===== config.mk =====
export PLATFORM = sky130hd
export DESIGN_NAME = dvcr_ramp
export DESIGN_NICKNAME = d
export VERILOG_FILES = /design/src/verilog/dvcr_pkg.sv /design/src/verilog/dvcr_tmr_if.sv /design/src/verilog/dvcr_step_timer.sv /design/src/verilog/dvcr_sync.sv /design/src/verilog/dvcr_ramp.sv
export SDC_FILE = /design/constraint.sdc
export NUM_CORES = 1
export LEC_CHECK = 0
export CORE_MARGIN = 10
export CORE_UTILIZATION = 55
export CTS_CLUSTER_DIAMETER = 120
export DETAILED_ROUTE_END_ITERATION = 16
export DONT_BUFFER_PORTS = 1
export GPL_TIMING_DRIVEN = 0
export MAX_ROUTING_LAYER = met4
export PLACE_DENSITY = 0.68
export SKIP_LAST_GASP = 1
export SYNTH_ARGS = -nofsm -noshare
export SYNTH_HDL_FRONTEND = slang
export SYNTH_SLANG_ARGS = --single-unit

===== constraint.sdc =====
create_clock -name clk -period 5.4 [get_ports clk]
set_clock_uncertainty 0.15 [all_clocks]
set_input_delay 1.08 -clock clk [delete_from_list [all_inputs] [get_ports clk]]
set_output_delay 1.08 -clock clk [all_outputs]
set_load 0.01 [all_outputs]

===== src/verilog/dvcr_pkg.sv =====
package dvcr_pkg;

	// Timebase and step intervals
	localparam int CLK_NS     = 50;
	localparam int STEP10_NS  = 3000;
	localparam int STEP25_NS  = 6000;
	localparam int SOFT_NS    = 200000;
	localparam int STEP10_CYC = (STEP10_NS + CLK_NS - 1) / CLK_NS;
	localparam int STEP25_CYC = (STEP25_NS + CLK_NS - 1) / CLK_NS;
	localparam int SOFT_CYC   = (SOFT_NS + CLK_NS - 1) / CLK_NS;
	localparam int TW         = 12;
	localparam logic [TW-1:0] STEP10_LIM = TW'(STEP10_CYC);
	localparam logic [TW-1:0] STEP25_LIM = TW'(STEP25_CYC);
	localparam logic [TW-1:0] SOFT_LIM   = TW'(SOFT_CYC);
	// Cycles before the comparators reflect a new working code
	localparam logic [2:0] CMP_LAG = 3'h4;

	// Voltage codes
	localparam int CW = 7;
	localparam logic [CW-1:0] CODE_OFF  = 7'h00;
	localparam logic [CW-1:0] CODE_MIN  = 7'h01;
	localparam logic [CW-1:0] HALF_25MV = 7'h04;
	localparam logic [CW-1:0] HALF_10MV = 7'h0a;
	localparam logic [CW-1:0] CTL_FLOOR = 7'h18;

	// Register byte offsets
	localparam logic [7:0] OFF_CTRL = 8'h00;
	localparam logic [7:0] OFF_STAT = 8'h04;
	localparam logic [7:0] OFF_IRQ  = 8'h08;
	localparam logic [7:0] OFF_MASK = 8'h0c;

	// Control register fields (code in [6:0])
	localparam int B_DECAY = 7;
	localparam int B_FINE  = 8;
	localparam int B_CTLR  = 9;
	localparam int B_PWM   = 10;

	// Status register fields (working code in [6:0])
	localparam int S_RAMP = 8;
	localparam int S_MASK = 9;
	localparam int S_STOP = 10;
	localparam int S_PWM  = 11;
	localparam int S_SOFT = 12;

	// Event bits
	localparam int IRQ_RAMP  = 0;
	localparam int IRQ_SOFT  = 1;
	localparam int IRQ_DECAY = 2;
	localparam int IRQ_OFF   = 3;
	localparam int NIRQ      = 4;

	typedef enum {ST_IDLE, ST_RAMP, ST_SOFT, ST_DECAY, ST_OFF} dvcr_state_e;

endpackage


===== src/verilog/dvcr_tmr_if.sv =====
`timescale 1ns/1ps
interface dvcr_tmr_if #(parameter int W = 12);
	logic         run;
	logic [W-1:0] limit;
	logic         tick;
	modport ctl (output run, output limit, input tick);
	modport tmr (input run, input limit, output tick);
endinterface


===== src/verilog/dvcr_step_timer.sv =====
`timescale 1ns/1ps
module dvcr_step_timer #(
	parameter int W = 12
) (
	// Clock and reset
	input wire logic clk,
	input wire logic nrst,
	// Control side
	dvcr_tmr_if.tmr  t
);
	logic [W-1:0] cntQ;
	logic         atEnd;

	if (W < 2) begin : g_bad_width
		$error("dvcr_step_timer: width too small");
	end

	// Tick is combinational so one interval is exactly limit cycles long;
	// at or past the end, so a shorter limit mid-count never wraps the counter
	assign atEnd  = t.run && (cntQ >= t.limit - W'(1));
	assign t.tick = atEnd;

	always_ff @(posedge clk or negedge nrst) begin
		if (!nrst) begin
			cntQ <= '0;
		end else if (!t.run || atEnd) begin
			cntQ <= '0;
		end else begin
			cntQ <= cntQ + W'(1);
		end
	end
endmodule // dvcr_step_timer


===== src/verilog/dvcr_sync.sv =====
`timescale 1ns/1ps
module dvcr_sync #(
	parameter int N = 1
) (
	// Clock and reset
	input  wire logic         clk,
	input  wire logic         nrst,
	// Levels
	input  wire logic [N-1:0] d,
	output logic      [N-1:0] q
);
	if (N < 1) begin : g_bad_n
		$error("dvcr_sync: N must be positive");
	end

	for (genvar i = 0; i < N; i++) begin : g_bit
		logic metaQ;
		logic syncQ;
		always_ff @(posedge clk or negedge nrst) begin
			if (!nrst) begin
				metaQ <= 1'b0;
				syncQ <= 1'b0;
			end else begin
				metaQ <= d[i];
				syncQ <= metaQ;
			end
		end
		assign q[i] = syncQ;
	end
endmodule // dvcr_sync


===== src/verilog/dvcr_ramp.sv =====
// Our own choices: the APB slave port and the register addresses.
`timescale 1ns/1ps
// Contract
// - Hold 7-bit code, 25 mV per step
// - Controller codes up to 0011000 give 1.000 V
// - Fine range steps every 3 us
// - Coarse range steps every 6 us to target
// - Force fixed-frequency mode during ramp unless decay
// - Mask rail OK while ramping
// - Zero target: ramp to 0.5 V, stop switching
// - Restart from below 0.5 V via soft-start
// - Soft-start lasts fixed 200 us
// - No forced mode after soft-start ramp
// - Decay bit: lower targets decay, not ramp
// - Decay stops both switches, no slew control
// - Decay keeps mask until below overvoltage level
// - Raise during decay waits, then follows ramp
// - Forced fixed-frequency or power-save pulse mode
module dvcr_ramp (
	// Clock and reset
	input  wire logic        clk,
	input  wire logic        nrst,
	// APB slave
	input  wire logic        psel,
	input  wire logic        penable,
	input  wire logic        pwrite,
	input  wire logic [7:0]  paddr,
	input  wire logic [31:0] pwdata,
	output logic      [31:0] prdata,
	output logic             pready,
	output logic             pslverr,
	// Interrupt
	output logic             irq,
	// Analog comparators (asynchronous)
	input  wire logic        outBelowHalf,
	input  wire logic        outAboveCode,
	input  wire logic        outBelowOv,
	// Switching stage
	output logic [6:0]       workCode,
	output logic [6:0]       refCode,
	output logic             forcePwm,
	output logic             stopSwitch,
	output logic             softStart,
	output logic             railOkMask
);
	localparam int CW = dvcr_pkg::CW;
	localparam int LIM10 = dvcr_pkg::STEP10_CYC - 1;
	localparam int LIM25 = dvcr_pkg::STEP25_CYC - 1;
	localparam int LIMSS = dvcr_pkg::SOFT_CYC - 1;

	dvcr_pkg::dvcr_state_e stateQ, stateD;
	logic [CW-1:0]             targetQ, workQ, workD, halfCode, goal;
	logic                      decayBitQ, fineQ, ctlrQ, pwmBitQ;
	logic                      catchQ, catchD, noForceQ, noForceD;
	logic [dvcr_pkg::NIRQ-1:0] irqStatQ, irqMaskQ, events;
	logic [2:0]                anaSync;
	logic                      belowHalf, aboveCode, belowOv;
	logic [31:0]               ctrlWord, statWord, rdWord;
	logic                      wrEn, rdEn, hitCtrl, hitStat, hitIrq, hitMask, hitAny;
	logic                      stepUp, stepDown, lowerDecay;
	logic                      stopD, pwmD, maskD;
	logic [CW-1:0]             refD;
	logic [2:0]                settleQ;
	logic                      settled, ovClear;

	dvcr_tmr_if #(.W(dvcr_pkg::TW)) tmr ();

	dvcr_sync #(.N(3)) u_sync (
		.clk  (clk),
		.nrst (nrst),
		.d    ({outBelowOv, outAboveCode, outBelowHalf}),
		.q    (anaSync)
	);
	assign belowHalf = anaSync[0];
	assign aboveCode = anaSync[1];
	assign belowOv   = anaSync[2];

	dvcr_step_timer #(.W(dvcr_pkg::TW)) u_timer (
		.clk  (clk),
		.nrst (nrst),
		.t    (tmr)
	);

	// APB decode; one wait state so data and error come from flops
	function automatic logic hit(input logic [7:0] a, input logic [7:0] off);
		return a[7:2] == off[7:2];
	endfunction

	assign hitCtrl = hit(paddr, dvcr_pkg::OFF_CTRL);
	assign hitStat = hit(paddr, dvcr_pkg::OFF_STAT);
	assign hitIrq  = hit(paddr, dvcr_pkg::OFF_IRQ);
	assign hitMask = hit(paddr, dvcr_pkg::OFF_MASK);
	assign hitAny  = hitCtrl | hitStat | hitIrq | hitMask;
	assign wrEn    = psel & penable & pready & pwrite & hitAny;
	assign rdEn    = psel & penable & !pready;

	assign ctrlWord = {21'h000000, pwmBitQ, ctlrQ, fineQ, decayBitQ, targetQ};
	assign statWord = {19'h00000, softStart, forcePwm, stopSwitch, railOkMask,
		(stateQ == dvcr_pkg::ST_RAMP), 1'b0, workQ};
	assign rdWord = hitCtrl ? ctrlWord :
		hitStat ? statWord :
		hitIrq  ? {28'h0000000, irqStatQ} :
		hitMask ? {28'h0000000, irqMaskQ} : 32'h00000000;

	always_ff @(posedge clk or negedge nrst) begin
		if (!nrst) begin
			pready  <= 1'b0;
			pslverr <= 1'b0;
			prdata  <= 32'h00000000;
		end else begin
			pready  <= rdEn;
			pslverr <= rdEn & !hitAny;
			prdata  <= (rdEn & !pwrite) ? rdWord : 32'h00000000;
		end
	end

	always_ff @(posedge clk or negedge nrst) begin
		if (!nrst) begin
			targetQ   <= dvcr_pkg::CODE_OFF;
			decayBitQ <= 1'b0;
			fineQ     <= 1'b0;
			ctlrQ     <= 1'b0;
			pwmBitQ   <= 1'b0;
			irqMaskQ  <= '0;
		end else if (wrEn && hitCtrl) begin
			targetQ   <= pwdata[CW-1:0];
			decayBitQ <= pwdata[dvcr_pkg::B_DECAY];
			fineQ     <= pwdata[dvcr_pkg::B_FINE];
			ctlrQ     <= pwdata[dvcr_pkg::B_CTLR];
			pwmBitQ   <= pwdata[dvcr_pkg::B_PWM];
		end else if (wrEn && hitMask) begin
			irqMaskQ  <= pwdata[dvcr_pkg::NIRQ-1:0];
		end
	end

	// Sticky events: a new event wins over a write-one clear in the same cycle
	always_ff @(posedge clk or negedge nrst) begin
		if (!nrst) begin
			irqStatQ <= '0;
			irq      <= 1'b0;
		end else begin
			irqStatQ <= (irqStatQ & ~((wrEn && hitIrq) ? pwdata[dvcr_pkg::NIRQ-1:0] : '0))
				| events;
			irq      <= |(irqStatQ & irqMaskQ);
		end
	end

	// Sequencer
	assign halfCode   = fineQ ? dvcr_pkg::HALF_10MV : dvcr_pkg::HALF_25MV;
	assign goal       = (targetQ == dvcr_pkg::CODE_OFF) ? halfCode : targetQ;
	assign stepUp     = tmr.tick && (workQ < goal);
	assign stepDown   = tmr.tick && (workQ > goal);
	assign lowerDecay = decayBitQ && (targetQ != dvcr_pkg::CODE_OFF) && (targetQ < workQ);
	// The over-voltage level still shows the old code until the output flop
	// and the synchroniser catch up, so decay trusts it only after that
	assign settled    = (settleQ == dvcr_pkg::CMP_LAG);
	assign ovClear    = belowOv && settled;

	assign tmr.run   = (stateQ == dvcr_pkg::ST_RAMP) || (stateQ == dvcr_pkg::ST_SOFT);
	assign tmr.limit = (stateQ == dvcr_pkg::ST_SOFT) ? dvcr_pkg::SOFT_LIM :
		fineQ ? dvcr_pkg::STEP10_LIM : dvcr_pkg::STEP25_LIM;

	always_comb begin
		stateD   = stateQ;
		workD    = workQ;
		catchD   = catchQ;
		noForceD = noForceQ;
		events   = '0;
		case (stateQ)
			dvcr_pkg::ST_IDLE: begin
				if (lowerDecay) begin
					stateD = dvcr_pkg::ST_DECAY;
					workD  = targetQ;
				end else if (workQ != goal) begin
					stateD = dvcr_pkg::ST_RAMP;
				end
			end
			dvcr_pkg::ST_RAMP: begin
				if (lowerDecay && !catchQ) begin
					stateD = dvcr_pkg::ST_DECAY;
					workD  = targetQ;
				end else if (workQ == goal) begin
					catchD   = 1'b0;
					noForceD = 1'b0;
					if (targetQ == dvcr_pkg::CODE_OFF) begin
						stateD = dvcr_pkg::ST_OFF;
						workD  = dvcr_pkg::CODE_OFF;
						events[dvcr_pkg::IRQ_OFF] = 1'b1;
					end else begin
						stateD = dvcr_pkg::ST_IDLE;
						events[dvcr_pkg::IRQ_RAMP] = 1'b1;
					end
				end else if (stepUp) begin
					workD = workQ + 7'h01;
				end else if (stepDown) begin
					workD = workQ - 7'h01;
				end
			end
			dvcr_pkg::ST_SOFT: begin
				if (tmr.tick) begin
					stateD   = dvcr_pkg::ST_RAMP;
					noForceD = 1'b1;
					events[dvcr_pkg::IRQ_SOFT] = 1'b1;
				end
			end
			dvcr_pkg::ST_DECAY: begin
				if (targetQ > workQ) begin
					stateD = dvcr_pkg::ST_RAMP;
					catchD = 1'b1;
				end else if (lowerDecay) begin
					workD = targetQ;
				end else if (ovClear) begin
					stateD = dvcr_pkg::ST_IDLE;
					events[dvcr_pkg::IRQ_DECAY] = 1'b1;
				end
			end
			dvcr_pkg::ST_OFF: begin
				// A code of one from the off state leaves the rail off
				if (targetQ > dvcr_pkg::CODE_MIN) begin
					workD  = halfCode;
					stateD = belowHalf ? dvcr_pkg::ST_SOFT : dvcr_pkg::ST_RAMP;
				end
			end
			default: begin
				stateD = dvcr_pkg::ST_IDLE;
			end
		endcase
	end

	always_ff @(posedge clk or negedge nrst) begin
		if (!nrst) begin
			stateQ   <= dvcr_pkg::ST_OFF;
			workQ    <= dvcr_pkg::CODE_OFF;
			catchQ   <= 1'b0;
			noForceQ <= 1'b0;
		end else begin
			stateQ   <= stateD;
			workQ    <= workD;
			catchQ   <= catchD;
			noForceQ <= noForceD;
		end
	end

	// Restarts whenever decay takes a new code
	always_ff @(posedge clk or negedge nrst) begin
		if (!nrst) begin
			settleQ <= 3'h0;
		end else if (stateQ != dvcr_pkg::ST_DECAY || workD != workQ) begin
			settleQ <= 3'h0;
		end else if (!settled) begin
			settleQ <= settleQ + 3'h1;
		end
	end

	// Outputs to the switching stage, one cycle behind the sequencer state
	assign stopD = (stateQ == dvcr_pkg::ST_DECAY) || (stateQ == dvcr_pkg::ST_OFF)
		|| ((stateQ == dvcr_pkg::ST_RAMP) && catchQ && aboveCode);
	// Software forcing is ignored after soft-start, where it could pull a high output down
	assign pwmD = !stopD && (stateQ != dvcr_pkg::ST_SOFT) && !noForceQ
		&& (pwmBitQ || ((stateQ == dvcr_pkg::ST_RAMP) && !decayBitQ));
	assign maskD = (stateQ == dvcr_pkg::ST_RAMP) || (stateQ == dvcr_pkg::ST_SOFT)
		|| ((stateQ == dvcr_pkg::ST_DECAY) && !ovClear);
	assign refD = (ctlrQ && !fineQ && (workQ != dvcr_pkg::CODE_OFF)
		&& (workQ < dvcr_pkg::CTL_FLOOR)) ? dvcr_pkg::CTL_FLOOR : workQ;

	always_ff @(posedge clk or negedge nrst) begin
		if (!nrst) begin
			workCode   <= dvcr_pkg::CODE_OFF;
			refCode    <= dvcr_pkg::CODE_OFF;
			forcePwm   <= 1'b0;
			stopSwitch <= 1'b1;
			softStart  <= 1'b0;
			railOkMask <= 1'b0;
		end else begin
			workCode   <= workQ;
			refCode    <= refD;
			forcePwm   <= pwmD;
			stopSwitch <= stopD;
			softStart  <= (stateQ == dvcr_pkg::ST_SOFT);
			railOkMask <= maskD;
		end
	end

	// Helper counters for the checks below
	logic [15:0] gapCnt, softCnt;
	always_ff @(posedge clk or negedge nrst) begin
		if (!nrst) begin
			gapCnt  <= 16'h0000;
			softCnt <= 16'h0000;
		end else begin
			gapCnt  <= (stateQ != dvcr_pkg::ST_RAMP || workD != workQ) ? 16'h0000
				: gapCnt + 16'h0001;
			softCnt <= (stateQ != dvcr_pkg::ST_SOFT) ? 16'h0000 : softCnt + 16'h0001;
		end
	end
endmodule // dvcr_ramp


# After elaboration in Yosys (flattened, before gate mapping)
# Cells that the tools add are included.
[totals] register_bits=115 input_bits=48 out_inout_bits=53 word_cells=187
[classes] n_addsub=5 n_lt_le_gt_ge=7 eq_ne=27 n_mux=55 bitwise=15 reduce_logical=49
[op_table] op="2-to-1 mux 32 bit" n=9
[op_table] op="one-hot mux 32 bit (5 select lines)" n=1
[op_table] op="equality test 32 x 2 -> 1 bit (second input constant)" n=3
[op_table] op="equality test 32 x 3 -> 1 bit (second input constant)" n=3
[op_table] op="2-to-1 mux 7 bit" n=11
[op_table] op="!= test 32 x 3 -> 1 bit (second input constant)" n=2
[op_table] op="2-to-1 mux 13 bit" n=3
[op_table] op="equality test 32 x 1 -> 1 bit (second input constant)" n=1
[op_table] op="equality test 32 x 4 -> 1 bit (second input constant)" n=1
[op_table] op="zero test 32 bit" n=1
[op_table] op="one-hot mux 7 bit (4 select lines)" n=1
[op_table] op="2-to-1 mux 12 bit" n=2
[op_table] op="logical AND 1 bit" n=20
[op_table] op="2-to-1 mux 1 bit" n=18
[op_table] op="2-to-1 mux 4 bit" n=4
[op_table] op="greater-than comparator 7 bit" n=2
[op_table] op="< comparator 7 bit" n=2
[op_table] op="!= test 7 bit" n=2
[op_table] op="nonzero test 7 bit" n=2
[op_table] op="adder 12 x 1 -> 12 bit (second input constant)" n=1
[op_table] op="equality test 6 x 2 -> 1 bit (second input constant)" n=2
[op_table] op="greater-or-equal comparator 12 bit" n=1
[op_table] op="!= test 3 bit (second input constant)" n=4
[op_table] op="subtractor 12 x 1 -> 12 bit (second input constant)" n=1
[op_table] op="other kinds (28)" n=61

# Logic depth before layout (Yosys ltp)
[logic_depth] word_depth=14 depth_mapped=14 depth_no_buf=13

# Hierarchy
# A second synthesis with hierarchy kept.
[hier_totals] hier_cells=566 area_unflattened_um2=5348.9
[by_module_without_submodules] module="dvcr_ramp" n_inst=1 cells_each=440 area_per_inst_um2=4047.6 seq_area_each_um2=1704.1
[by_module_without_submodules] module="dvcr_step_timer" n_inst=1 cells_each=117 area_per_inst_um2=1128.6 seq_area_each_um2=300.3
[by_module_without_submodules] module="dvcr_sync" n_inst=1 cells_each=9 area_per_inst_um2=172.7 seq_area_each_um2=150.1

# Least setup slack after synthesis
# No wires, ideal clock.
[synth_timing] kind="register to register" from="register targetQ[1]" to="register settleQ[0]" setup_ps=86 arrival_ps=3257 required_ps=5164 setup_slack_ps=1907 stages_incl_launch_ff=13 n_path_buf=1 period_less_slack_ps=3493 path_cell_list="dfrtp_1 -> or4_4 -> nor2_2 -> a21oi_1 -> ha_1 -> or4_1 -> o22a_1 -> buf_1 -> xnor2_1 -> a21bo_2 -> and4_1 -> a211o_1 -> nor3_1"
[synth_via] elab_chain_len=12 elab_cells_between_ends=27 cone_classes="order compare: 5; eq/ne: 3; mux: 11; reduce/logical: 8"
[synth_rtl] item="start, declared" line_no="dvcr_ramp.sv:52" text="logic [CW-1:0] targetQ, workQ, workD, halfCode, goal;"
[synth_rtl] item="start signal, assigned" line_no="dvcr_ramp.sv:119" text="targetQ <= dvcr_pkg::CODE_OFF;"
[synth_rtl] item="start signal, assigned" line_no="dvcr_ramp.sv:126" text="targetQ <= pwdata[CW-1:0];"
[synth_rtl] item="zero test 7 bit" line_no="dvcr_ramp.sv:150, dvcr_ramp.sv:185"
[synth_rtl] item="2-to-1 mux 7 bit" line_no="dvcr_ramp.sv:150" text="assign goal = (targetQ == dvcr_pkg::CODE_OFF) ? halfCode : targetQ;"
[synth_rtl] item="greater-than comparator 7 bit" line_no="dvcr_ramp.sv:152" text="assign stepDown = tmr.tick && (workQ > goal);"
[synth_rtl] item="logical AND 1 bit" line_no="dvcr_ramp.sv:152"
[synth_rtl] item="2-to-1 mux 7 bit" line_no="dvcr_ramp.sv:195" text="end else if (stepDown) begin"
[synth_rtl] item="2-to-1 mux 7 bit" line_no="dvcr_ramp.sv:193" text="end else if (stepUp) begin"
[synth_rtl] item="2-to-1 mux 7 bit" line_no="dvcr_ramp.sv:182" text="end else if (workQ == goal) begin"
[synth_rtl] item="2-to-1 mux 7 bit" line_no="dvcr_ramp.sv:179" text="if (lowerDecay && !catchQ) begin"
[synth_rtl] item="one-hot mux 7 bit (4 select lines) (*)" line_no="dvcr_ramp.sv:169" text="case (stateQ)"
[synth_rtl] item="!= test 7 bit (*)"
[synth_rtl] item="logical OR 1 bit (*)" line_no="dvcr_ramp.sv:248" text="end else if (stateQ != dvcr_pkg::ST_DECAY || workD != workQ) begin"
[synth_rtl] item="!= test 2 x 1 -> 1 bit (no source line) / 2-to-1 mux 3 bit (equally long branches)"
[synth_rtl] item="end signal, assigned" line_no="dvcr_ramp.sv:251" text="settleQ <= settleQ + 3'h1;"
[synth_rtl] item="end, declared" line_no="dvcr_ramp.sv:63" text="logic [2:0] settleQ;"
# Mark *: on every way between the ends. The rest lies on a longest branch, timed or not.
# A chain may end at the register's enable or synchronous reset.

# Worst setup path after layout
[layout_timing] from="register targetQ[1]" to="register settleQ[1]"
# Same word-level chain as after synthesis.

==> metrics.txt <==
status complete, no violations; gpl congestion 0.924; Antenna Cells 0; Setup-failing EPs final 0; Post-CTS Setup Repair Bufs 0; CTS max path bufs 2; Primary FF master, synth dfrtp_1; Arrival @ worst endpoint 4220 ps; max incr delay on CP 620 ps; static leakage 2.54 nW; Die Area 0.0133 mm²; hold buffer count at cts 0; register area share after synthesis 43.1%; Final Util 62.1%; FF-to-FF setup slack 1290 ps; Worst setup SP type flop; largest net degree at the start of global routing 87; sw power 0.000483 W; CTS tree built; slowest CP cell or4_4; warnings from Yosys 0; wire per inst 19.4 µm; Vias per Instance 6.03; drt first-iter violations 233; syn avg cell area 9.61 µm²; Nets 626; Antenna Nets Post-Route 0; vias in the first global route 3,952; first-pass GRT wire length 20.6 mm; share of cells above drive strength 1 11.4%; Distinct cells, synth 76; RSZ-0062 raised after global routing false; Cells after Synth 520; period utilization 76.2%; DRT Pass-1 Iters 5; minimum clock period 4110 ps; DR vias 3,998; initial antenna violation count 0; total CTS buffers 9; CTS root buf clkbuf_8; Clk Latency, worst-skew pair 370 ps; PostCTS Resize Cnt 0; Worst slew margin 30.8%; core footprint 0.00876 mm²; Post-DP HPWL 9.88 mm; max-cap viol count 0; DR DRC count 0; Hold Crit Class reg -> reg; clock share of power 34.1%; CP Data Required Time 5510 ps; sequential power share 46.7%; IO Count 101; asr flop ratio synth 100%; EDFF count, synth 0; total track usage 20.0%; Net Sw Frac 31.1%; Max Transition Viols Final 0; Tot Pwr 0.00155 W; Die Height 115 µm; CTS clk-pin slew, worst paths 100 ps; crit end category flop; worst vdd ir 0.000169 V; gr ovfl total 0; Post-Syn Area 0.00500 mm²; Internal 0.00107 W; synthesis-to-finish area growth 8.84%; Max Clk Rate 243 MHz; Initial Util 57.0%; H-Tree Depth 3; CTS sink cnt 86; Port-buffer cells 0; FP Rows 34; worst-path cell chain or4_4 -> nor2_2 -> a21oi_1 -> ha_1 -> or4_1 -> o22a_1 -> buf_1 -> xnor2_1 -> a21bo_2 -> and4_1 -> a211o_1 -> nor3_1; DRT Wirelength 12.9 mm; Power per Cell Area 286 mW/mm²; die extent in x 115 µm; setup TNS 0 ps; CP Max Fanout 9; worst-margin pin slew 1040 ps; post-synthesis register bit count 86; Final Hold Fails 0; kind of critical path reg -> reg; Combinational Power Share 19.2%
## cell usage after synthesis (12+ instances only)
master,count,area (µm²)
and3_1,12,75.1
nand2b_1,12,75.1
dfrtp_1,84,2100
nor2_1,47,176
buf_4,20,150
ha_1,28,350
o21ai_0,21,105
clkbuf_1,13,48.8
a21oi_1,25,125
nor3_1,12,60.1
inv_1,19,71.3
nand3_1,20,100
nand2_1,41,154
## routing by layer
| layer | track usage (%) | share of wire (%) | up-vias |
|---|---|---|---|
| li1 | - | - | 1899 |
| met1 | 25.5 | 44 | 1947 |
| met2 | 31.8 | 48 | 137 |
| met3 | 3.23 | 6.2 | 15 |
| met4 | 6.19 | 1.2 | 0 |
| met5 | - | 0 | - |
## cell families (layout without fill, tap and decap cells)
family / Yosys count / count (layout) / share of synthesized area, %
AND/OR/NAND/NOR: 196 / 196 / 20.8
AO/OA/AOI/OAI: 117 / 117 / 16.3
flip-flops: 86 / 86 / 43.1
buffers and inverters: 58 / 74 / 5.94
adder cells (fa/ha/maj): 29 / 29 / 7.21
multiplexers: 19 / 19 / 4.13
XOR/XNOR: 14 / 14 / 2.45
other: 1 / 20 / 0.0751
## final cells by class
type,instances,area (µm²)
buffer,38,221
inverter,20,75.1
multi-input combinational,395,2620
clock inverter,6,97.6
clock buffer,10,138
tap,108,135
fill,771,3330
sequential,86,2150
## per-stage QoR
stage,std cells,setup WS (ps),hold WS [ps],area [µm²]
floorplan,539,1910,181,5070
global placement,647,1430,184,5200
detailed placement,647,1350,187,5200
CTS,663,1320,208,5440
global route,663,1050,213,5440
finish,663,1290,205,5440
## power by group through the flow
| stage | Clock [W] | Sequential [W] | Combinational, W |
|---|---|---|---|
| after floorplan | 0 | 0.000725 | 0.000227 |
| after global placement | 0 | 0.000739 | 0.000288 |
| after detailed placement | 0 | 0.000740 | 0.000292 |
| after CTS | 0.000542 | 0.000727 | 0.000293 |
| after global routing | 0.000566 | 0.000732 | 0.000337 |
| final | 0.000530 | 0.000726 | 0.000298 |
## cells in the final DEF, fill, tap and decap left out, types with 5 or more instances in the layout
cell / Yosys / layout
and2_1: 7 / 7
buf_4: 20 / 20
mux2_1: 7 / 7
nand3_1: 20 / 20
mux2i_1: 6 / 6
a22oi_1: 8 / 8
conb_1: 1 / 20
o21a_1: 5 / 5
nand4_1: 8 / 8
nor3_1: 12 / 12
nor4_1: 6 / 6
inv_1: 19 / 19
dfrtp_1: 84 / 84
nand2_1: 41 / 41
a211oi_1: 5 / 5
clkbuf_8: 0 / 10
clkbuf_1: 13 / 13
o21ai_0: 21 / 21
a21oi_1: 25 / 25
xnor2_1: 8 / 8
xor2_1: 6 / 6
nor2_1: 47 / 47
mux2_2: 6 / 6
nand2b_1: 12 / 12
and3_1: 12 / 12
ha_1: 28 / 28
## path summary, 6_finish.rpt
kind | startpoint | end | depth (start not counted)
worst max-delay path | targetQ[1]$_DFFE_PN0P_ | settleQ[1]$_DFFE_PN0P_ | 12
worst min-delay path | u_sync.g_bit[2].metaQ$_DFF_PN0_ | u_sync.g_bit[2].syncQ$_DFF_PN0_ | 0
worst max register to register | targetQ[1]$_DFFE_PN0P_ | settleQ[1]$_DFFE_PN0P_ | 12
worst min register to register | u_sync.g_bit[2].metaQ$_DFF_PN0_ | u_sync.g_bit[2].syncQ$_DFF_PN0_ | 0
max in group asynchronous | nrst | stateQ[2]$_DFFE_PN1P_ | 0
min in group asynchronous | nrst | pready$_DFF_PN0_ | 0
## flip-flops by register name (all words and copies together), names as in the netlist, 3 cells and up
signal              flops
irqMaskQ                4
targetQ                 7
refCode                 7
stateQ                  3
workQ                   7
u_timer.cntQ           12
workCode                7
u_sync.g_bit.syncQ      3
u_sync.g_bit.metaQ      3
prdata                 13
settleQ                 3
irqStatQ                4
## critical path: cells and delay by family, from the launching register on
family	cells	cell delay, ps
XOR/XNOR	1	240
AO/OA/AOI/OAI	4	820
buffers and inverters	1	220
adder cells (fa/ha/maj)	1	210
AND/OR/NAND/NOR	5	1850
flip-flops	1	510
(Power assumes the default switching activity.)
